`src/core/cpm_pkg.sv`:
```
// package of constants and carriers for the core programming model register file
package cpm_pkg;

  // ----------------------------------------------------------------
  // widths and field positions
  // ----------------------------------------------------------------
  localparam int unsigned REG_W      = 32;  // general register width
  localparam int unsigned BUS_W      = 16;  // external data path width
  localparam int unsigned NUM_DATA   = 8;
  localparam int unsigned NUM_ADDR   = 8;
  localparam int unsigned IDX_W      = 4;   // sixteen general registers
  localparam logic [2:0]  STACK_AREG = 3'h7;
  localparam int unsigned SR_T_BIT   = 15;  // trace indication
  localparam int unsigned SR_S_BIT   = 13;  // supervisor indication
  localparam int unsigned SR_IM_LO   = 8;   // interrupt mask field
  localparam int unsigned SR_IM_HI   = 10;
  localparam int unsigned CF_X       = 4;
  localparam int unsigned CF_N       = 3;
  localparam int unsigned CF_Z       = 2;
  localparam int unsigned CF_V       = 1;
  localparam int unsigned CF_C       = 0;
  localparam logic [15:0] SR_RST     = 16'h2700;  // supervisor, mask 7
  localparam logic [15:0] SR_IMPL    = 16'ha71f;  // implemented bits
  localparam logic [31:0] PC_RST     = 32'h0000_0000;
  localparam logic [31:0] ZERO32     = 32'h0000_0000;
  localparam logic [2:0]  STEP_B     = 3'h1;
  localparam logic [2:0]  STEP_W     = 3'h2;
  localparam logic [2:0]  STEP_L     = 3'h4;

  // ----------------------------------------------------------------
  // enumerations
  // ----------------------------------------------------------------
  typedef enum logic [2:0] {
    SZ_BIT  = 3'b000,
    SZ_BCD  = 3'b001,
    SZ_BYTE = 3'b010,
    SZ_WORD = 3'b011,
    SZ_LONG = 3'b100
  } cpm_size_t;

  typedef enum logic [3:0] {
    EA_DREG  = 4'b0000,
    EA_AREG  = 4'b0001,
    EA_IND   = 4'b0010,
    EA_POST  = 4'b0011,
    EA_PRE   = 4'b0100,
    EA_DISP  = 4'b0101,
    EA_INDEX = 4'b0110,
    EA_ABSW  = 4'b0111,
    EA_ABSL  = 4'b1000,
    EA_PCD   = 4'b1001,
    EA_PCX   = 4'b1010,
    EA_IMM   = 4'b1011,
    EA_QUICK = 4'b1100
  } cpm_mode_t;

  typedef enum logic [1:0] {
    XF_IDLE = 2'b00,
    XF_HI   = 2'b01,
    XF_LO   = 2'b10
  } cpm_xfer_t;

  // ----------------------------------------------------------------
  // carriers
  // ----------------------------------------------------------------
  typedef struct packed {
    logic        wr;     // write enable
    logic        is_addr;
    logic [2:0]  num;
    cpm_size_t   size;
    logic [31:0] data;
  } cpm_reg_wr_t;

  typedef struct packed {
    logic        start;  // one-cycle request
    cpm_mode_t   mode;
    cpm_size_t   size;
    logic [2:0]  areg;
    logic [3:0]  xidx;   // msb set selects an address register
    logic        xlong;  // long index, else sign-extended word
    logic [7:0]  d8;
    logic [15:0] ext0;   // first extension word
    logic [15:0] ext1;   // second extension word
    logic [7:0]  quick;  // constant from the operation word
  } cpm_ea_req_t;

  typedef struct packed {
    logic        wr;
    logic [4:0]  cond_flag_byte;    // x n z v c
  } cpm_flag_wr_t;

endpackage : cpm_pkg

```
`src/core/cpm_regfile.sv`:
```
// architectural register file and effective address unit of the core
// ----------------------------------------------------------------
// Operation
// - 32-bit registers move over 16-bit path; long words take two accesses.
// - eight data registers written at byte, word or long size.
// - address registers take word (sign-extended) or long writes, never byte.
// - any of sixteen registers may be the index register.
// - in user privilege the eighth address register is the user stack pointer.
// - in supervisor privilege it is a separate supervisor stack pointer.
// - 32-bit program counter readable in both privilege levels.
// - condition byte holds extend, negative, zero, overflow, carry flags.
// - condition byte is status word low byte, writable from user privilege.
// - high status byte holds three-bit interrupt mask, supervisor only.
// - status word shows trace and supervisor indications.
// - privileged operations are refused outside supervisor privilege.
// - operand size is bit, decimal byte, byte, word or long.
// - integer operands are two's complement; flags from signed result.
// - indirect, post-increment, pre-decrement, displacement and indexed modes.
// - program counter plus 16-bit displacement, or plus index and 8-bit one.
// - absolute short from next word, absolute long from next two words.
// ----------------------------------------------------------------
`timescale 1ns/1ps
`default_nettype none

module cpm_regfile
  import cpm_pkg::*;
(
  input  wire logic         core_clk_i,
  input  wire logic         rst_i,
  input  wire cpm_reg_wr_t  reg_wr_i,
  input  wire logic [3:0]   rd_idx_i,
  input  wire cpm_flag_wr_t flag_wr_i,
  input  wire logic         sr_wr_i,
  input  wire logic [15:0]  sr_data_i,
  input  wire logic         priv_op_i,
  input  wire logic         pc_wr_i,
  input  wire logic [31:0]  pc_data_i,
  input  wire cpm_ea_req_t  ea_req_i,
  input  wire logic         xfer_start_i,
  input  wire logic [31:0]  xfer_data_i,
  output logic [31:0]       rd_data_o,
  output logic [31:0]       program_counter_o,
  output logic [15:0]       status_word_o,
  output logic [31:0]       effective_address_o,
  output logic [31:0]       imm_data_o,
  output logic              ea_valid_o,
  output logic              priv_viol_o,
  output logic [15:0]       bus_data_o,
  output logic              bus_strobe_o,
  output logic              xfer_busy_o
);

  // ----------------------------------------------------------------
  // functions
  // ----------------------------------------------------------------
  // merge a write into a register at the given size
  function automatic logic [31:0] size_merge(input logic [31:0] old,
                                             input logic [31:0] nw,
                                             input cpm_size_t   sz);
    case (sz) // bit and decimal sizes merge as a byte
      SZ_LONG: size_merge = nw;
      SZ_WORD: size_merge = {old[31:16], nw[15:0]};
      default: size_merge = {old[31:8], nw[7:0]};
    endcase
  endfunction : size_merge

  function automatic logic [31:0] sext16(input logic [15:0] v);
    sext16 = {{16{v[15]}}, v};
  endfunction : sext16

  function automatic logic [31:0] sext8(input logic [7:0] v);
    sext8 = {{24{v[7]}}, v};
  endfunction : sext8

  // step in bytes for post-increment and pre-decrement
  function automatic logic [31:0] step_of(input cpm_size_t sz, input logic [2:0] an);
    logic [2:0] s;
    s = STEP_B;
    case (sz)
      SZ_LONG: s = STEP_L;
      SZ_WORD: s = STEP_W;
      default: s = (an == STACK_AREG) ? STEP_W : STEP_B;
    endcase
    step_of = {29'h0, s};
  endfunction : step_of

  // ----------------------------------------------------------------
  // storage
  // ----------------------------------------------------------------
  logic [31:0] data_regs [NUM_DATA];
  logic [31:0] addr_regs [NUM_ADDR-1];
  logic [31:0] user_stack_ptr_q;
  logic [31:0] supv_stack_ptr_q;
  logic [31:0] program_counter_q;
  logic [15:0] status_word_q;
  logic        supv;

  assign supv = status_word_q[SR_S_BIT];

  // read any address register through the privilege bank
  function automatic logic [31:0] areg_rd(input logic [2:0] n);
    if (n == STACK_AREG) begin
      areg_rd = supv ? supv_stack_ptr_q : user_stack_ptr_q;
    end else begin
      areg_rd = addr_regs[n];
    end
  endfunction : areg_rd

  function automatic logic [31:0] gen_rd(input logic [3:0] idx);
    gen_rd = idx[3] ? areg_rd(idx[2:0]) : data_regs[idx[2:0]];
  endfunction : gen_rd

  // ----------------------------------------------------------------
  // effective address computation
  // ----------------------------------------------------------------
  logic [31:0] base_a;
  logic [31:0] xval;
  logic [31:0] ea_d;
  logic [31:0] imm_d;
  logic        an_upd;
  logic [31:0] an_new;

  always_comb begin
    base_a = areg_rd(ea_req_i.areg);
    xval   = gen_rd(ea_req_i.xidx);
    if (!ea_req_i.xlong) begin
      xval = sext16(xval[15:0]);
    end
    ea_d   = ZERO32;
    imm_d  = ZERO32;
    an_upd = 1'b0;
    an_new = base_a;
    case (ea_req_i.mode)
      EA_IND:   ea_d = base_a;
      EA_POST: begin
        ea_d   = base_a;
        an_upd = 1'b1;
        an_new = base_a + step_of(ea_req_i.size, ea_req_i.areg);
      end
      EA_PRE: begin
        an_upd = 1'b1;
        an_new = base_a - step_of(ea_req_i.size, ea_req_i.areg);
        ea_d   = an_new;
      end
      EA_DISP:  ea_d = base_a + sext16(ea_req_i.ext0);
      EA_INDEX: ea_d = base_a + xval + sext8(ea_req_i.d8);
      EA_ABSW:  ea_d = sext16(ea_req_i.ext0);
      EA_ABSL:  ea_d = {ea_req_i.ext0, ea_req_i.ext1};
      EA_PCD:   ea_d = program_counter_q + sext16(ea_req_i.ext0);
      EA_PCX:   ea_d = program_counter_q + xval + sext8(ea_req_i.d8);
      EA_IMM: begin
        if (ea_req_i.size == SZ_LONG) begin
          imm_d = {ea_req_i.ext0, ea_req_i.ext1};
        end else begin
          imm_d = {16'h0, ea_req_i.ext0};
        end
      end
      EA_QUICK: imm_d = sext8(ea_req_i.quick);
      default:  ea_d = ZERO32; // register direct has no address
    endcase
  end

  always_ff @(posedge core_clk_i or posedge rst_i) begin
    if (rst_i) begin
      effective_address_o <= ZERO32;
      imm_data_o          <= ZERO32;
      ea_valid_o          <= 1'b0;
    end else begin
      ea_valid_o <= ea_req_i.start;
      if (ea_req_i.start) begin
        effective_address_o <= ea_d;
        imm_data_o          <= imm_d;
      end
    end
  end

  // ----------------------------------------------------------------
  // general registers
  // ----------------------------------------------------------------
  logic        wr_an;
  logic        upd_an;
  logic [31:0] an_val;
  logic [2:0]  an_num;

  // address register writes are word (sign-extended) or long only
  always_comb begin
    upd_an = ea_req_i.start && an_upd;
    wr_an  = (reg_wr_i.wr && reg_wr_i.is_addr
              && (reg_wr_i.size == SZ_WORD || reg_wr_i.size == SZ_LONG)) || upd_an;
    an_num = upd_an ? ea_req_i.areg : reg_wr_i.num;
    if (upd_an) begin
      an_val = an_new;
    end else if (reg_wr_i.size == SZ_LONG) begin
      an_val = reg_wr_i.data;
    end else begin
      an_val = sext16(reg_wr_i.data[15:0]);
    end
  end

  // data registers at all three sizes
  always_ff @(posedge core_clk_i or posedge rst_i) begin
    if (rst_i) begin
      for (int i = 0; i < NUM_DATA; i++) begin
        data_regs[i] <= ZERO32;
      end
    end else if (reg_wr_i.wr && !reg_wr_i.is_addr) begin
      data_regs[reg_wr_i.num] <= size_merge(data_regs[reg_wr_i.num],
                                            reg_wr_i.data, reg_wr_i.size);
    end
  end

  // address registers and the banked stack pointers
  always_ff @(posedge core_clk_i or posedge rst_i) begin
    if (rst_i) begin
      for (int i = 0; i < NUM_ADDR-1; i++) begin
        addr_regs[i] <= ZERO32;
      end
      user_stack_ptr_q <= ZERO32;
      supv_stack_ptr_q <= ZERO32;
    end else if (wr_an) begin
      if (an_num != STACK_AREG) begin
        addr_regs[an_num] <= an_val;
      end else if (supv) begin
        supv_stack_ptr_q <= an_val;
      end else begin
        user_stack_ptr_q <= an_val;
      end
    end
  end

  always_ff @(posedge core_clk_i or posedge rst_i) begin
    if (rst_i) begin
      rd_data_o <= ZERO32;
    end else begin
      rd_data_o <= gen_rd(rd_idx_i);
    end
  end

  // ----------------------------------------------------------------
  // program counter and status word
  // ----------------------------------------------------------------
  logic sr_ok;
  assign sr_ok = sr_wr_i && supv;

  always_ff @(posedge core_clk_i or posedge rst_i) begin
    if (rst_i) begin
      program_counter_q <= PC_RST;
    end else if (pc_wr_i) begin
      program_counter_q <= pc_data_i;
    end
  end

  always_ff @(posedge core_clk_i or posedge rst_i) begin
    if (rst_i) begin
      status_word_q <= SR_RST;
    end else if (sr_ok) begin
      status_word_q <= sr_data_i & SR_IMPL;
    end else if (flag_wr_i.wr) begin
      status_word_q[CF_X:CF_C] <= flag_wr_i.cond_flag_byte;
    end
  end

  always_ff @(posedge core_clk_i or posedge rst_i) begin
    if (rst_i) begin
      priv_viol_o <= 1'b0;
    end else begin
      priv_viol_o <= (priv_op_i || sr_wr_i) && !supv;
    end
  end

  assign program_counter_o = program_counter_q;
  assign status_word_o     = status_word_q;

  // ----------------------------------------------------------------
  // long word over the 16-bit data path
  // ----------------------------------------------------------------
  cpm_xfer_t   xf_q;
  logic [15:0] lo_hold_q;

  always_ff @(posedge core_clk_i or posedge rst_i) begin
    if (rst_i) begin
      xf_q         <= XF_IDLE;
      lo_hold_q    <= 16'h0;
      bus_data_o   <= 16'h0;
      bus_strobe_o <= 1'b0;
      xfer_busy_o  <= 1'b0;
    end else begin
      case (xf_q)
        XF_IDLE: begin
          bus_strobe_o <= 1'b0;
          xfer_busy_o  <= 1'b0;
          if (xfer_start_i) begin
            bus_data_o   <= xfer_data_i[31:16]; // high word first
            lo_hold_q    <= xfer_data_i[15:0];
            bus_strobe_o <= 1'b1;
            xfer_busy_o  <= 1'b1;
            xf_q         <= XF_HI;
          end
        end
        XF_HI: begin
          bus_data_o <= lo_hold_q; // second access
          xf_q       <= XF_LO;
        end
        XF_LO: begin
          bus_strobe_o <= 1'b0;
          xfer_busy_o  <= 1'b0;
          xf_q         <= XF_IDLE;
        end
        default: xf_q <= XF_IDLE;
      endcase
    end
  end
endmodule : cpm_regfile

`default_nettype wire

```
`config.mk`:
```
export PLATFORM = sky130hd
export DESIGN_NAME = cpm_regfile
export DESIGN_NICKNAME = d
export VERILOG_FILES = /design/src/core/cpm_pkg.sv /design/src/core/cpm_regfile.sv
export SDC_FILE = /design/constraint.sdc
export NUM_CORES = 2
export LEC_CHECK = 0
export BUFFER_PORTS_ARGS = -buffer_cell sky130_fd_sc_hd__buf_4
export CORE_ASPECT_RATIO = 1.75
export CORE_MARGIN = 4
export CORE_UTILIZATION = 25
export DETAILED_ROUTE_END_ITERATION = 8
export PLACE_DENSITY = 0.42
export SYNTH_ARGS = -nofsm -noshare
export SYNTH_HDL_FRONTEND = slang
export SYNTH_SLANG_ARGS = --single-unit
```
`constraint.sdc`:
```
create_clock -name core_clk_i -period 43.8 [get_ports core_clk_i]
set_clock_uncertainty 0.1 [all_clocks]
set_input_delay 4.38 -clock core_clk_i [delete_from_list [all_inputs] [get_ports core_clk_i]]
set_output_delay 4.38 -clock core_clk_i [all_outputs]
set_load 0.02 [all_outputs]
```
==> out/summary.txt <==
Buffers on Ports - 351
Post-route setup slack - 32.15 ns
Post-synthesis simple-gate area fraction - 9.168%
CP endpoint kind - flop
FF/Latch Area - 18,000 um^2
Post-synthesis sequential area ratio - 37.53%
Total CTS buffers - 84
# setup viols final - 0
Total power - 2.764 mW
Top Ports - 364
Ys flop type - dfrtp_1
Slew Limit Headroom - 17.88%
Share of cells above drive strength 1 - 31.57%
Arrival time worst endpoint - 12.18 ns
Final period utilization - 26.59%
DRC - 0
Chip Height - 587.4 um
Pre-CTS WS - 31.42 ns
First-pass GRT wire length - 303.4 mm
Remaining global-route overflow - 0
Clk pin slew, worst setup/hold paths - 0.07 ns
Switch Pwr - 1.050 mW
Top-area cell type share of the netlist area - 37.31%
Synth top area cells - dfrtp_1, mux4_2, mux2_2
Post-CTS Setup Inserts - 0
Worst skew pair latency - 0.75 ns
CTS tree - done
Worst Path Max Fanout - 42
Synth Register Bits - 719
Detailed placement HPWL - 155.1 mm
Sequential fraction of design power - 33.7%
Gate Count Post-Synth - 4,262
RSZ-0062 raised after global routing - no
Max Cap Viol - 0
CTS root buffer - clkbuf_16
Result of the run - complete, no violations
# rows - 212
Number of flops mapped to enable cells by yosys - 0
Avg WL per Cell - 30.14 um
Nets - 4,865
Die area - 199,200 um^2
Switching Fraction - 37.98%
Fmax - 0.08586 GHz
DR pass1 iterations - 8
Yosys cell types - 101
Critical-path top delay cell - o21ai_0
Clock share of power - 27.6%
Met3 Track Usage GR - 2.933%
Critical Path Source Type - input pin
Hold Path Class - flop to flop
Area grow syn2layout - 17.46%
Hold buffers post-CTS - 0
Pwr dens - 49.07 nW/um^2
CTS sink cnt - 719
Initial antenna violation count - 11
Proportion of synthesized area in mux cells - 28.56%
Final hold vios - 0
Synthesized area per cell - 11.25 um^2
Routing usage on met1 - 22.86%
CTS resizes - 0
Cell Chain, Critical Path - buf_8 -> buf_4 -> buf_4 -> mux4_2 -> mux4_2 -> fa_1 -> ha_1 -> fa_1 -> a211oi_1 -> nor2_1 -> o41ai_1 -> o21a_1 -> o31ai_1 -> o21ai_0 -> mux2i_1 -> a221oi_1 -> a31oi_1 -> a211o_1
Post-Syn Area - 47,950 um^2
Pin count of the biggest net entering global routing - 172
Footprint of the multi-input gates - 28,420 um^2
Combinational Power Share - 38.7%
Yosys top cell by area - dfrtp_1
Peak VDD IR - 0.02948 mV
Final TNS setup - 0 ns
Fillers - 19,777
Asr flop ratio synth - 100.0%
Worst-case clock buffer depth - 3
Crit Path Class - input pin to flop
Crit path max-delay family - compound AO/OA/AOI/OAI gates
Crit path required time - 44.33 ns
Die width - 339.1 um
Internal cell power - 1.714 mW
YS warnings - 0
Worst path max stage delay - 0.88 ns
Final GP Congestion - 0.9587
Starting Density - 25.14%
Core ar. - 190,700 um^2
Via density per instance - 5.414
Vias post-DR - 38,098
Global-route usage over all layers - 20.82%
Final ANT Viol Nets - 0
Worst-Margin Slew - 1.226 ns
H-tree Lvls - 3
Busiest grt layer - met2
Vias in the first global route - 40,390
Compound-gate portion of the synthesized area - 13.53%
Adder-Cell Fraction of Synth Area - 5.328%
Worst path bufs/invs - 3
Lkg Pwr - 24.12 nW
Largest family of logic cells by synthesized area - multiplexers
Iteration-0 DRC Markers - 2,424
Grt met2 use - 37.92%
Final Max Slew Viols - 0
Minimum clock period - 11.65 ns
Routed WL - 212.1 mm
Post-synthesis xor/xnor area fraction - 2.374%
-- layout by cell type (no fill, tap or decap), types with 11 or more instances in the layout --
| master | n |
|---|---|
| inv_1 | 85 |
| mux4_2 | 330 |
| a21oi_1 | 219 |
| buf_4 | 455 |
| a221oi_1 | 27 |
| clkinv_2 | 11 |
| or2_2 | 11 |
| fa_1 | 67 |
| a31oi_1 | 17 |
| clkbuf_8 | 22 |
| mux2i_1 | 177 |
| nand2b_1 | 14 |
| o21bai_1 | 15 |
| nand3_1 | 30 |
| dfrtp_1 | 715 |
| clkbuf_16 | 85 |
| xor2_1 | 40 |
| o221ai_1 | 67 |
| o22ai_1 | 46 |
| a22oi_1 | 64 |
| o21ai_1 | 44 |
| o21ai_0 | 140 |
| clkbuf_1 | 14 |
| a22oi_2 | 17 |
| nor3_1 | 40 |
| o21a_1 | 15 |
| ha_1 | 97 |
| a211oi_1 | 33 |
| o31ai_1 | 72 |
| o2111ai_1 | 12 |
| nor2b_1 | 17 |
| a21o_1 | 50 |
| o211ai_1 | 13 |
| nand4_1 | 26 |
| nor2_1 | 213 |
| xnor2_1 | 90 |
| nand2_1 | 538 |
| mux2_2 | 399 |
-- worst register-to-register path: stages (launching register included) --
cell and delay (ns):
dfstp_2 0.56, buf_4 0.39, mux2_2 0.45, mux4_2 0.49
mux4_2 0.58, fa_1 0.47, ha_1 0.25, fa_1 0.50
a211oi_1 0.24, nor2_1 0.13, o41ai_1 0.84, o21a_1 0.49
o31ai_1 0.23, o21ai_0 0.88, mux2i_1 0.19, a221oi_1 0.30
a31oi_1 0.18, a211o_1 0.30
-- final cells by class --
cell class,instances,area share [%]
diodes,9,0.03998
inverters,89,0.6064
flip-flops and latches,719,31.95
clock buffers,121,4.407
clock inverters,31,0.8108
well taps,2461,5.467
repair buffers,462,6.264
multi-input cells,3145,50.45
-- through the flow --
| step | area, um^2 | hold WS, ns | utilization [%] | cells |
|---|---|---|---|---|
| after floorplan | 47970 | 0.3419 | - | 4267 |
| after global placement | 53360 | 0.3564 | 27.98 | 6876 |
| after detailed placement | 53360 | 0.3620 | 27.98 | 6876 |
| after CTS | 56300 | 0.3785 | 29.52 | 7028 |
| after global routing | 56310 | 0.4073 | 29.53 | 7032 |
| final | 56330 | 0.3745 | 29.53 | 7037 |
-- layer usage --
layer  part of all wire, %  vias to the layer above
met4                   6.9                        4
li1                      -                    16561
met2                    52                     1255
met5                0.0099                        -
met3                   4.8                      407
met1                    37                    19871
-- cell usage after synthesis, drive strengths merged (15+ instances only) --
cell	number
a21o	50
a22oi	85
xor2	40
mux2i	177
mux2	399
clkbuf	229
nand3	36
a31oi	20
nor2b	20
nor3	45
fa	67
buf	85
o221ai	67
xnor2	90
nor2	225
o21bai	15
dfrtp	715
a21oi	224
o21a	15
nand4	29
a211oi	34
nand2	544
mux4	330
inv	88
ha	97
nand2b	15
nor4	18
a221oi	27
o31ai	73
o21ai	186
o22ai	46
-- registers in the layout, summed over array words and instances, names as in the netlist, 32 cells and up --
register,count
addr_regs,224
data_regs,256
effective_address_o,32
imm_data_o,32
program_counter_o,32
rd_data_o,32
supv_stack_ptr_q,32
user_stack_ptr_q,32
-- worst paths after layout --
kind	from	to	slack (ns)	cells past startpoint
setup / recovery	ea_req_i[49]	effective_address_o[29]	32.15	18
hold / removal	user_stack_ptr_q[24]	user_stack_ptr_q[24]	0.37	2
setup reg to reg	status_word_o[13]	effective_address_o[29]	36.19	17
hold reg to reg	user_stack_ptr_q[24]	user_stack_ptr_q[24]	0.37	2
max in group asynchronous	rst_i	status_word_o[2]	37.48	4
min in group asynchronous	rst_i	data_regs[203]	3.67	2
-- cells by family after synthesis --
group                    count (synthesis)
multiplexers                           906
XOR/XNOR                               130
AO/OA/AOI/OAI                          946
AND/OR/NAND/NOR                        993
adder cells (fa/ha/maj)                164
flip-flops                             719
other                                    1
buffers and inverters                  403
-- power groups by stage --
stage / clock network (mW) / registers [mW] / logic, mW
floorplan: 0 / 0.929 / 0.693
finish: 0.763 / 0.932 / 1.07
CTS: 0.788 / 0.932 / 1.07
global route: 0.812 / 0.953 / 1.15
detailed placement: 0 / 0.944 / 1.06
global placement: 0 / 0.935 / 1.06
No activity file was read; power rests on OpenSTA's default activity.
